File: config.mk
export PLATFORM = sky130hd
export DESIGN_NAME = bfsd_exec
export DESIGN_NICKNAME = d
export VERILOG_FILES = /design/src/rtl/bfsd_pkg.sv /design/src/rtl/bfsd_if.sv /design/src/rtl/bfsd_freq_gen.sv /design/src/rtl/bfsd_stack.sv /design/src/rtl/bfsd_exec.sv
export SDC_FILE = /design/constraint.sdc
export NUM_CORES = 1
export LEC_CHECK = 0
export BUFFER_PORTS_ARGS = -buffer_cell sky130_fd_sc_hd__buf_2
export CORE_MARGIN = 1
export CORE_UTILIZATION = 50
export DETAILED_ROUTE_END_ITERATION = 10
export MAX_ROUTING_LAYER = met4
export PLACE_DENSITY_LB_ADDON = 0.25
export SYNTH_ARGS = -nofsm -noshare
export SYNTH_HDL_FRONTEND = slang
export SYNTH_SLANG_ARGS = --single-unit
File: constraint.sdc
create_clock -name core_clk -period 2.35 [get_ports core_clk]
set_input_delay 0 -clock core_clk [delete_from_list [all_inputs] [get_ports core_clk]]
set_output_delay 0 -clock core_clk [all_outputs]
set_load 0.03 [all_outputs]
File: src/rtl/bfsd_pkg.sv
// constants, types and helpers for the branch and frequency setup execute block
// Functional notes
// - false condition advances program counter by one
// - conditional jumps take 11-bit in-page offset
// - nonzero jump branches when any accumulator bit set
// - zero jump branches when accumulator is zero
// - no-carry jump branches when carry is clear
// - carry jump branches when carry is set
// - paged jump target is page plus offset
// - call pushes next address then jumps paged
// - return reloads last pushed address
// - operand bit six picks generator clock source
// - operand bits four:three pick debounce port
// - operand bits two:zero pick debounce phase
// - register load: accumulator high, memory nibble low
// - indexed load takes preset from table byte
// - immediate load takes preset from operand
// - duty code: quarter, third, half, full
package bfsd_pkg;

  localparam int PC_W    = 12;
  localparam int OFS_W   = 11;
  localparam int NIB_W   = 4;
  localparam int BYTE_W  = 8;
  localparam int DUTY_W  = 2;
  localparam int DBSEL_W = 3;
  localparam int ADDR_W  = 3;
  localparam int PHASE_W = 2;
  localparam int STK_DEPTH = 4;
  localparam int STK_PTR_W = 2;

  localparam logic [PC_W-1:0]   PC_RESET = 12'h000;
  localparam logic [PC_W-1:0]   PC_STEP  = 12'h001;
  localparam logic [NIB_W-1:0]  ACC_ZERO = 4'h0;
  localparam logic [BYTE_W-1:0] FG_CNT_TOP     = 8'hff;
  localparam logic [BYTE_W-1:0] FG_PRESET_RST  = 8'h00;
  localparam logic [DUTY_W-1:0] FG_DUTY_RST    = 2'h0;
  localparam logic [PHASE_W-1:0] PHASE_FIRST   = 2'h0;
  localparam logic [PHASE_W-1:0] PHASE_STEP    = 2'h1;

  // operand field positions of the clock-select instruction
  localparam int CS_FG_SRC_BIT = 6;
  localparam int CS_TGT_HI     = 4;
  localparam int CS_TGT_LO     = 3;
  localparam int CS_CODE_HI    = 2;
  localparam int CS_CODE_LO    = 0;

  localparam logic [1:0] DB_TGT_PORT_D = 2'h1;
  localparam logic [1:0] DB_TGT_PORT_C = 2'h2;
  localparam logic [DBSEL_W-1:0] DB_CODE_PHASE0 = 3'h1;
  localparam logic [DBSEL_W-1:0] DB_CODE_PHASE8 = 3'h2;
  localparam logic [DBSEL_W-1:0] DB_CODE_PHASE6 = 3'h4;

  localparam logic [DUTY_W-1:0] DUTY_QUARTER = 2'h0;
  localparam logic [DUTY_W-1:0] DUTY_THIRD   = 2'h1;
  localparam logic [DUTY_W-1:0] DUTY_HALF    = 2'h2;
  localparam logic [DUTY_W-1:0] DUTY_FULL    = 2'h3;

  // register port map
  localparam logic [ADDR_W-1:0] REG_CTRL   = 3'h0;
  localparam logic [ADDR_W-1:0] REG_PC_LO  = 3'h1;
  localparam logic [ADDR_W-1:0] REG_PC_HI  = 3'h2;
  localparam logic [ADDR_W-1:0] REG_CLKSEL = 3'h3;
  localparam logic [ADDR_W-1:0] REG_PRESET = 3'h4;
  localparam logic [ADDR_W-1:0] REG_DUTY   = 3'h5;
  localparam int CTRL_RUN_BIT   = 0;
  localparam int CLKSEL_FG_BIT  = 7;
  localparam int CLKSEL_D_LO    = 3;
  localparam int PCHI_EMPTY_BIT = 7;
  localparam logic CTRL_RUN_RST = 1'b1;

  typedef enum logic [3:0] {
    OP_NOP         = 4'h0,
    OP_BIT0_TEST   = 4'h1,
    OP_BIT1_TEST   = 4'h2,
    OP_BIT2_TEST   = 4'h3,
    OP_BIT3_TEST   = 4'h4,
    OP_IF_NONZERO  = 4'h5,
    OP_IF_ZERO     = 4'h6,
    OP_IF_NO_CARRY = 4'h7,
    OP_IF_CARRY    = 4'h8,
    OP_PAGED_JUMP  = 4'h9,
    OP_CALL        = 4'ha,
    OP_RET         = 4'hb,
    OP_CLKSEL      = 4'hc,
    OP_FG_REG      = 4'hd,
    OP_FG_TABLE    = 4'he,
    OP_FG_IMM      = 4'hf
  } bfsd_op_t;

  function automatic logic [PC_W-1:0] bfsd_seq_pc(input logic [PC_W-1:0] cur);
    bfsd_seq_pc = cur + PC_STEP;
  endfunction : bfsd_seq_pc

  function automatic logic bfsd_db_code_ok(input logic [DBSEL_W-1:0] code);
    bfsd_db_code_ok = (code == DB_CODE_PHASE0) || (code == DB_CODE_PHASE8) ||
                      (code == DB_CODE_PHASE6);
  endfunction : bfsd_db_code_ok

endpackage : bfsd_pkg

File: src/rtl/bfsd_if.sv
// carriers between the execute top and its generator and stack modules
`timescale 1ns/1ns
interface bfsd_fg_if;
  import bfsd_pkg::*;
  logic              load;
  logic [BYTE_W-1:0] preset;
  logic [DUTY_W-1:0] duty;
  logic              src_wr;
  logic              src_sysclk;
  logic              run;
  logic              out;
  logic              src_sysclk_q;
  logic [BYTE_W-1:0] preset_q;
  logic [DUTY_W-1:0] duty_q;
  modport ctrl (output load, preset, duty, src_wr, src_sysclk, run,
                input  out, src_sysclk_q, preset_q, duty_q);
  modport gen  (input  load, preset, duty, src_wr, src_sysclk, run,
                output out, src_sysclk_q, preset_q, duty_q);
endinterface : bfsd_fg_if

interface bfsd_stk_if;
  import bfsd_pkg::*;
  logic            push;
  logic            pop;
  logic [PC_W-1:0] push_addr;
  logic [PC_W-1:0] top_addr;
  logic            empty;
  modport ctrl (output push, pop, push_addr, input top_addr, empty);
  modport lifo (input push, pop, push_addr, output top_addr, empty);
endinterface : bfsd_stk_if

File: src/rtl/bfsd_freq_gen.sv
// programmable frequency generator with preset, duty code and clock source
`timescale 1ns/1ns
module bfsd_freq_gen
  import bfsd_pkg::*;
(
  // clock and reset
  input wire logic  core_clk,
  input wire logic  sys_rst,
  // prescaler tick
  input wire logic  prescaler_phase_zero,
  // control side
  bfsd_fg_if.gen    fg
);

  logic [BYTE_W-1:0]  cnt;
  logic [PHASE_W-1:0] phase;
  logic               tick;

  function automatic logic [PHASE_W-1:0] last_phase(input logic [DUTY_W-1:0] d);
    case (d)
      DUTY_QUARTER: last_phase = 2'h3;
      DUTY_THIRD:   last_phase = 2'h2;
      DUTY_HALF:    last_phase = 2'h1;
      DUTY_FULL:    last_phase = 2'h0;
      default:      last_phase = 2'h3;
    endcase
  endfunction : last_phase

  always_ff @(posedge core_clk) begin
    if (sys_rst)
      fg.src_sysclk_q <= 1'b0;
    else if (fg.src_wr)
      fg.src_sysclk_q <= fg.src_sysclk;
  end

  always_ff @(posedge core_clk) begin
    if (sys_rst) begin
      fg.preset_q <= FG_PRESET_RST;
      fg.duty_q   <= FG_DUTY_RST;
    end else if (fg.load) begin
      fg.preset_q <= fg.preset;
      fg.duty_q   <= fg.duty;
    end
  end

  // system clock source ticks every cycle, otherwise the prescaler pulse
  assign tick = fg.src_sysclk_q | prescaler_phase_zero;

  // counts up from the preset; each overflow advances the duty phase
  always_ff @(posedge core_clk) begin
    if (sys_rst) begin
      cnt   <= FG_PRESET_RST;
      phase <= PHASE_FIRST;
    end else if (fg.load) begin
      cnt   <= fg.preset;
      phase <= PHASE_FIRST;
    end else if (fg.run && tick) begin
      if (cnt == FG_CNT_TOP) begin
        cnt <= fg.preset_q;
        if (phase >= last_phase(fg.duty_q))
          phase <= PHASE_FIRST;
        else
          phase <= phase + PHASE_STEP;
      end else begin
        cnt <= cnt + 8'h01;
      end
    end
  end

  always_ff @(posedge core_clk) begin
    if (sys_rst)
      fg.out <= 1'b0;
    else
      fg.out <= fg.run && (phase == PHASE_FIRST);
  end

endmodule : bfsd_freq_gen

File: src/rtl/bfsd_stack.sv
// return address stack, oldest entry overwritten when full
`timescale 1ns/1ns
module bfsd_stack
  import bfsd_pkg::*;
(
  // clock and reset
  input wire logic  core_clk,
  input wire logic  sys_rst,
  // control side
  bfsd_stk_if.lifo  stk
);

  logic [PC_W-1:0]      mem [STK_DEPTH];
  logic [STK_PTR_W-1:0] ptr;
  logic [STK_PTR_W:0]   count;

  always_ff @(posedge core_clk) begin
    if (stk.push)
      mem[ptr] <= stk.push_addr;
  end

  always_ff @(posedge core_clk) begin
    if (sys_rst) begin
      ptr   <= '0;
      count <= '0;
    end else if (stk.push) begin
      ptr <= ptr + 2'h1;
      if (count != 3'(STK_DEPTH))
        count <= count + 3'h1;
    end else if (stk.pop && (count != '0)) begin
      ptr   <= ptr - 2'h1;
      count <= count - 3'h1;
    end
  end

  assign stk.top_addr = mem[ptr - 2'h1];
  assign stk.empty    = (count == '0);

endmodule : bfsd_stack

File: src/rtl/bfsd_exec.sv
// execute logic for jump, call, return, clock select and generator load
`timescale 1ns/1ns
module bfsd_exec
  import bfsd_pkg::*;
(
  // clock and reset
  input  wire logic               core_clk,
  input  wire logic               sys_rst,
  // decoded instruction
  input  wire logic               instr_valid,
  input  wire bfsd_op_t           instr_op,
  input  wire logic               instr_page,
  input  wire logic [OFS_W-1:0]   instr_offset,
  input  wire logic [BYTE_W-1:0]  instr_operand,
  input  wire logic [DUTY_W-1:0]  instr_duty,
  // core datapath
  input  wire logic [NIB_W-1:0]   accumulator,
  input  wire logic               carry_flag,
  input  wire logic [NIB_W-1:0]   data_mem_nibble,
  input  wire logic [BYTE_W-1:0]  table_rom_data,
  // prescaler ticks
  input  wire logic               prescaler_phase_zero,
  input  wire logic               prescaler_phase_six,
  input  wire logic               prescaler_phase_eight,
  // program counter
  output logic      [PC_W-1:0]    pc,
  // debounce clocks and generator output
  output logic      [DBSEL_W-1:0] port_d_debounce_sel,
  output logic      [DBSEL_W-1:0] port_c_debounce_sel,
  output logic                    port_d_debounce_tick,
  output logic                    port_c_debounce_tick,
  output logic                    freq_out,
  // register port
  input  wire logic [ADDR_W-1:0]  reg_addr,
  input  wire logic [BYTE_W-1:0]  reg_wdata,
  input  wire logic               reg_wr,
  input  wire logic               reg_rd,
  output logic      [BYTE_W-1:0]  reg_rdata
);

  bfsd_fg_if  fg ();
  bfsd_stk_if stk ();

  logic              take;
  logic [PC_W-1:0]   seq_pc;
  logic [PC_W-1:0]   inpage_pc;
  logic [PC_W-1:0]   paged_pc;
  logic [PC_W-1:0]   next_pc;
  logic              gen_run;
  logic [1:0]        db_tgt;
  logic [DBSEL_W-1:0] db_code;
  logic              is_clksel;

  bfsd_freq_gen u_freq_gen (
    .core_clk             (core_clk),
    .sys_rst              (sys_rst),
    .prescaler_phase_zero (prescaler_phase_zero),
    .fg                   (fg)
  );

  bfsd_stack u_stack (
    .core_clk (core_clk),
    .sys_rst  (sys_rst),
    .stk      (stk)
  );

  function automatic logic phase_tick(input logic [DBSEL_W-1:0] code,
                                      input logic p0, input logic p6,
                                      input logic p8);
    case (code)
      DB_CODE_PHASE0: phase_tick = p0;
      DB_CODE_PHASE8: phase_tick = p8;
      DB_CODE_PHASE6: phase_tick = p6;
      default:        phase_tick = 1'b0;
    endcase
  endfunction : phase_tick

  assign seq_pc    = bfsd_seq_pc(pc);
  assign inpage_pc = {pc[PC_W-1], instr_offset};
  assign paged_pc  = {instr_page, instr_offset};

  // branch condition per opcode
  always_comb begin
    take = 1'b0;
    case (instr_op)
      OP_BIT0_TEST:   take = accumulator[0];
      OP_BIT1_TEST:   take = accumulator[1];
      OP_BIT2_TEST:   take = accumulator[2];
      OP_BIT3_TEST:   take = accumulator[3];
      OP_IF_NONZERO:  take = (accumulator != ACC_ZERO);
      OP_IF_ZERO:     take = (accumulator == ACC_ZERO);
      OP_IF_NO_CARRY: take = ~carry_flag;
      OP_IF_CARRY:    take = carry_flag;
      default:        take = 1'b0;
    endcase
  end

  always_comb begin
    next_pc = seq_pc;
    case (instr_op)
      OP_BIT0_TEST, OP_BIT1_TEST, OP_BIT2_TEST, OP_BIT3_TEST,
      OP_IF_NONZERO, OP_IF_ZERO, OP_IF_NO_CARRY, OP_IF_CARRY: begin
        next_pc = take ? inpage_pc : seq_pc;
      end
      OP_PAGED_JUMP, OP_CALL: begin
        next_pc = paged_pc;
      end
      OP_RET: begin
        next_pc = stk.empty ? seq_pc : stk.top_addr;
      end
      default: next_pc = seq_pc;
    endcase
  end

  always_ff @(posedge core_clk) begin
    if (sys_rst)
      pc <= PC_RESET;
    else if (instr_valid)
      pc <= next_pc;
  end

  assign stk.push      = instr_valid && (instr_op == OP_CALL);
  assign stk.push_addr = seq_pc;
  assign stk.pop       = instr_valid && (instr_op == OP_RET);

  // generator load sources
  assign fg.load = instr_valid &&
                   ((instr_op == OP_FG_REG) || (instr_op == OP_FG_TABLE) ||
                    (instr_op == OP_FG_IMM));
  assign fg.duty = instr_duty;
  always_comb begin
    case (instr_op)
      OP_FG_REG:   fg.preset = {accumulator, data_mem_nibble};
      OP_FG_TABLE: fg.preset = table_rom_data;
      OP_FG_IMM:   fg.preset = instr_operand;
      default:     fg.preset = instr_operand;
    endcase
  end

  assign is_clksel     = instr_valid && (instr_op == OP_CLKSEL);
  assign fg.src_wr     = is_clksel;
  assign fg.src_sysclk = instr_operand[CS_FG_SRC_BIT];
  assign fg.run        = gen_run;
  assign freq_out      = fg.out;

  assign db_tgt  = instr_operand[CS_TGT_HI:CS_TGT_LO];
  assign db_code = instr_operand[CS_CODE_HI:CS_CODE_LO];

  // unlisted phase codes leave the selection alone rather than stop the clock
  always_ff @(posedge core_clk) begin
    if (sys_rst) begin
      port_d_debounce_sel <= DB_CODE_PHASE0;
      port_c_debounce_sel <= DB_CODE_PHASE0;
    end else if (is_clksel && bfsd_db_code_ok(db_code)) begin
      if (db_tgt == DB_TGT_PORT_D)
        port_d_debounce_sel <= db_code;
      else if (db_tgt == DB_TGT_PORT_C)
        port_c_debounce_sel <= db_code;
    end
  end

  always_ff @(posedge core_clk) begin
    if (sys_rst) begin
      port_d_debounce_tick <= 1'b0;
      port_c_debounce_tick <= 1'b0;
    end else begin
      port_d_debounce_tick <= phase_tick(port_d_debounce_sel, prescaler_phase_zero,
                                         prescaler_phase_six, prescaler_phase_eight);
      port_c_debounce_tick <= phase_tick(port_c_debounce_sel, prescaler_phase_zero,
                                         prescaler_phase_six, prescaler_phase_eight);
    end
  end

  // register port: control write, state readback
  always_ff @(posedge core_clk) begin
    if (sys_rst)
      gen_run <= CTRL_RUN_RST;
    else if (reg_wr && (reg_addr == REG_CTRL))
      gen_run <= reg_wdata[CTRL_RUN_BIT];
  end

  always_ff @(posedge core_clk) begin
    if (sys_rst) begin
      reg_rdata <= 8'h00;
    end else if (reg_rd) begin
      case (reg_addr)
        REG_CTRL:   reg_rdata <= {7'h00, gen_run};
        REG_PC_LO:  reg_rdata <= pc[7:0];
        REG_PC_HI:  reg_rdata <= {stk.empty, 3'h0, pc[PC_W-1:8]};
        REG_CLKSEL: reg_rdata <= {fg.src_sysclk_q, 1'b0, port_d_debounce_sel,
                                  port_c_debounce_sel};
        REG_PRESET: reg_rdata <= fg.preset_q;
        REG_DUTY:   reg_rdata <= {6'h00, fg.duty_q};
        default:    reg_rdata <= 8'h00;
      endcase
    end else begin
      reg_rdata <= 8'h00;
    end
  end

endmodule : bfsd_exec

==> metrics.log <==
INFO  metric max_freq = roughly 450 MHz
INFO  metric cts_htree_levels = 3
INFO  metric n_antenna_cell = 0
INFO  metric ctsRootBufferMaster = sky130_fd_sc_hd__clkbuf_8
INFO  metric die-height = between 100 and 150 um
INFO  metric placedCellCount = around 730
INFO  metric met3WireLength = 986 um
INFO  metric drt_drc_violations_left = 0
INFO  metric cts.sinks = 104
INFO  metric detail_route.iter0.violations = around 320
INFO  metric detailedPlace.worstSlack = 0.147 ns
INFO  metric cts_max_path_buffers = 2
INFO  metric synth-async-reset-ratio = 0%
INFO  metric fin_tns_setup = 0 ns
INFO  metric number_of_buffers_inserted_by_post_cts_setup_repair = 0
INFO  metric postRouteWirelength = 13.8 mm
INFO  metric worst_pin_slew = about 1.1 ns
INFO  metric critPathSlowestCell = sky130_fd_sc_hd__ha_1
INFO  metric tritoncts = built
INFO  metric worst_stage_delay_on_the_critical_path = around 0.64 ns
INFO  metric initial_utilization = between 50% and 60%
INFO  metric crit_path_max_fanout = 11
INFO  metric critPathCaptureType = register
INFO  metric design.die.area = 11100 sq um
INFO  metric synth_enable_flop_cells = 48
INFO  metric dr.pass1.iters = 4
INFO  metric drtAntennaViolNets = 0
INFO  metric power_density = ~570 nW/um^2
INFO  metric post_synth_num_cell_types = 68
INFO  metric grt.total_usage = between 20% and 30%
INFO  metric worstSetupStartpointType = register
INFO  metric crit_required = around 2.6 ns
INFO  metric crit_arrival = about 2.5 ns
INFO  metric post_synth_instance_area = about 5300 sq um
INFO  metric post_route_clock_skew = between 0.015 and 0.02 ns
INFO  metric layout_commonest_cell = sky130_fd_sc_hd__buf_2
INFO  metric cts.reportedPaths.clkPinSlew = around 0.1 ns
INFO  metric insertion_delay = between 0.3 and 0.4 ns
INFO  metric fin_crit = 2.23 ns
INFO  metric final_util = between 60% and 70%
INFO  metric met1Wirelength = roughly 6.3 mm
INFO  metric setup_viol = 0
INFO  metric largest_net_degree_at_the_start_of_global_routing = 25
INFO  metric routability_congestion = roughly 0.86
INFO  metric layout.nets = 690
INFO  metric hold_viol_final = 0
INFO  metric prevailing_post_synth_register_cell = sky130_fd_sc_hd__dfxtp_1
INFO  metric number_of_warnings_reported_in_the_yosys_synthesis_log = 0
INFO  metric layout_setup_ws = between 0.1 and 0.15 ns
INFO  metric holdCritPathClass = input pin to register
INFO  metric max-cap-violations = 0
INFO  metric report.power.total = roughly 3.6 mW
INFO  metric setup_repair_after_global_routing_missed_its_margin = no
INFO  metric synth.ff_latch_count = roughly 100
INFO  metric design.core.area = just over 10000 sq um
INFO  metric global_route_wire_length_before_repair = ~22 mm
INFO  metric cts_inserted_buffers = 9
INFO  metric grt_remaining_overflow = 0
INFO  metric vdd.ir_drop.worst = about 0.00029 V
INFO  metric timing.max_slew.rel_slack = around a quarter
INFO  metric layout-area-overhead-vs-synth = 17.9%
INFO  metric io-pin-count = 91
INFO  metric number_of_standard_cell_rows_in_the_floorplan = 37
INFO  metric p_leak = between 2 and 2.5 nW
INFO  metric antenna_found_initial = 0
INFO  metric finish.cell_count_without_fillers = roughly 760
INFO  metric sequential_area_share_after_synthesis = 48.0%
INFO  metric dp.final_hpwl = approximately 10 mm
INFO  metric die_w = between 100 and 150 um
INFO  metric routed.top_layer = met4
INFO  metric avgViaCountPerCell = 5.97
INFO  metric post_synth.cell_area_avg = 10.4 sq um
INFO  metric first_global_vias = between 4000 and 5000
INFO  metric final_layout_size_suffix_gt1_share = 25.2%
INFO  metric syn-instance-count = 513
INFO  metric final-max-slew-violation-count = 0
INFO  metric final.period_utilization = a little over nine tenths
INFO  metric outcome = completed
INFO  metric total_number_of_vias = 4533
INFO  metric kind_of_critical_path = register to register
INFO  metric portBuffers = 83
INFO  metric wl_met2 = between 6 and 7 mm
INFO  metric cp_cell_sequence = inv_1 -> ha_1 -> mux4_2 -> a22o_4 -> a221oi_2 -> o32ai_2
INFO  metric final_cell_mix = sky130_fd_sc_hd__buf_2, sky130_fd_sc_hd__dfxtp_1, sky130_fd_sc_hd__nor2_1, sky130_fd_sc_hd__edfxtp_1, sky130_fd_sc_hd__nand2_1
INFO  metric wire_per_inst = between 15 and 20 um
INFO  metric syn-num-nets = 585
-- per-layer routing --
layer	vias up	GRT usage (%)
met4	0	7.34
li1	2120	-
met3	18	4.45
met1	2215	37.1
met5	-	-
met2	180	39.9
-- cell usage after synthesis, types with 2 or more instances --
library cell | count | share of area [%]
sky130_fd_sc_hd__a311oi_1 | 6 | 0.98
sky130_fd_sc_hd__clkbuf_1 | 17 | 1.2
sky130_fd_sc_hd__a221oi_1 | 10 | 1.6
sky130_fd_sc_hd__o31ai_1 | 2 | 0.28
sky130_fd_sc_hd__nor3_2 | 4 | 0.75
sky130_fd_sc_hd__nand2b_1 | 4 | 0.47
sky130_fd_sc_hd__buf_6 | 3 | 0.63
sky130_fd_sc_hd__nor3_1 | 13 | 1.2
sky130_fd_sc_hd__o21ai_0 | 21 | 2.0
sky130_fd_sc_hd__a21o_1 | 4 | 0.56
sky130_fd_sc_hd__buf_4 | 4 | 0.56
sky130_fd_sc_hd__a211oi_1 | 4 | 0.56
sky130_fd_sc_hd__nor2b_1 | 8 | 0.94
sky130_fd_sc_hd__nand3_1 | 14 | 1.3
sky130_fd_sc_hd__mux2i_1 | 13 | 2.4
sky130_fd_sc_hd__ha_1 | 9 | 2.1
sky130_fd_sc_hd__and2_1 | 4 | 0.47
sky130_fd_sc_hd__a211o_1 | 3 | 0.49
sky130_fd_sc_hd__a31oi_1 | 6 | 0.70
sky130_fd_sc_hd__nand3b_1 | 7 | 0.98
sky130_fd_sc_hd__and3_1 | 4 | 0.47
sky130_fd_sc_hd__xnor2_1 | 14 | 2.3
sky130_fd_sc_hd__nor3b_1 | 2 | 0.28
sky130_fd_sc_hd__o211ai_1 | 4 | 0.56
sky130_fd_sc_hd__mux4_2 | 12 | 5.1
sky130_fd_sc_hd__a22oi_1 | 8 | 1.1
sky130_fd_sc_hd__nor3b_2 | 2 | 0.47
sky130_fd_sc_hd__a21oi_1 | 39 | 3.7
sky130_fd_sc_hd__a32oi_1 | 2 | 0.33
sky130_fd_sc_hd__nor2_1 | 48 | 3.4
sky130_fd_sc_hd__and3b_1 | 3 | 0.49
sky130_fd_sc_hd__xor2_1 | 3 | 0.49
sky130_fd_sc_hd__a221oi_2 | 2 | 0.56
sky130_fd_sc_hd__nand2_1 | 45 | 3.2
sky130_fd_sc_hd__edfxtp_1 | 48 | 27
sky130_fd_sc_hd__mux2_2 | 5 | 1.1
sky130_fd_sc_hd__o21a_1 | 9 | 1.3
sky130_fd_sc_hd__or3_1 | 3 | 0.35
sky130_fd_sc_hd__o31a_1 | 2 | 0.33
sky130_fd_sc_hd__nand4_1 | 4 | 0.47
sky130_fd_sc_hd__buf_2 | 4 | 0.38
sky130_fd_sc_hd__dfxtp_1 | 56 | 21
sky130_fd_sc_hd__inv_1 | 13 | 0.91
-- kinds of logic after synthesis --
| kind of cell | share of synthesized area [%] |
|---|---|
| buf+inv | 3.75 |
| mux | 8.56 |
| xor+xnor | 2.79 |
| simple gates | 17.0 |
| compound gates | 17.4 |
| fa+ha+maj | 2.49 |
| flops | 48.0 |
-- worst max-delay path, delay by kind of cell, from the launching register on --
kind                     cells  cell delay (ns)
AO/OA/AOI/OAI                3             0.56
adder cells (fa/ha/maj)      1             0.64
buffers and inverters        1             0.09
flip-flops                   1             0.40
multiplexers                 1             0.41
-- final timing paths --
check | from | end | slack [ns] | cells past startpoint
worst max register to register | u_stack.ptr[1] | pc[6] | 0.12 | 6
worst min-delay path | instr_offset[6] | pc[6] | 0.03 | 3
worst max-delay path | u_stack.ptr[1] | pc[6] | 0.12 | 6
worst min register to register | u_freq_gen.fg.duty_q[0] | u_freq_gen.fg.duty_q[0] | 0.49 | 2
-- registers in the layout (all words and copies together) (netlist names) --
register                    cells
fg.run                          1
u_freq_gen.fg.preset_q          8
u_freq_gen.fg.duty_q            2
port_d_debounce_sel             3
u_stack.mem                    48
port_c_debounce_tick            1
port_c_debounce_sel             3
u_stack.count                   3
u_freq_gen.phase                2
u_freq_gen.fg.src_sysclk_q      1
reg_rdata                       8
u_freq_gen.fg.out               1
u_stack.ptr                     2
u_freq_gen.cnt                  8
port_d_debounce_tick            1
pc                             12
-- per-stage QoR --
step	hold slack [ns]	instance area [sq um]
after global routing	0.0304	6290
final	0.0269	6290
after floorplan	0.118	5340
after global placement	0.219	5940
after detailed placement	0.223	5940
after CTS	0.0242	6290
-- timing repair --
action | CTS | global route
hold buffers | 17 | 0
endpoints found under the setup margin | 0 | 0
hold endpoints to repair | 19 | 0
resized for setup | 0 | 0
-- power by group --
group,switching [mW],internal [mW]
clock,0.664,0.402
combinational,0.312,0.210
sequential,0.0485,1.94
-- layout make-up --
| class | count | area (sq um) |
|---|---|---|
| fillers | 872 | 4030 |
| multi-input cells | 367 | 2570 |
| flip-flops and latches | 104 | 2560 |
| repair buffers | 123 | 758 |
| well taps | 136 | 170 |
| clock buffers | 10 | 128 |
| clock inverters | 6 | 50.0 |
| inverters | 13 | 48.8 |
Note: power is estimated with default switching activity, not from simulation.
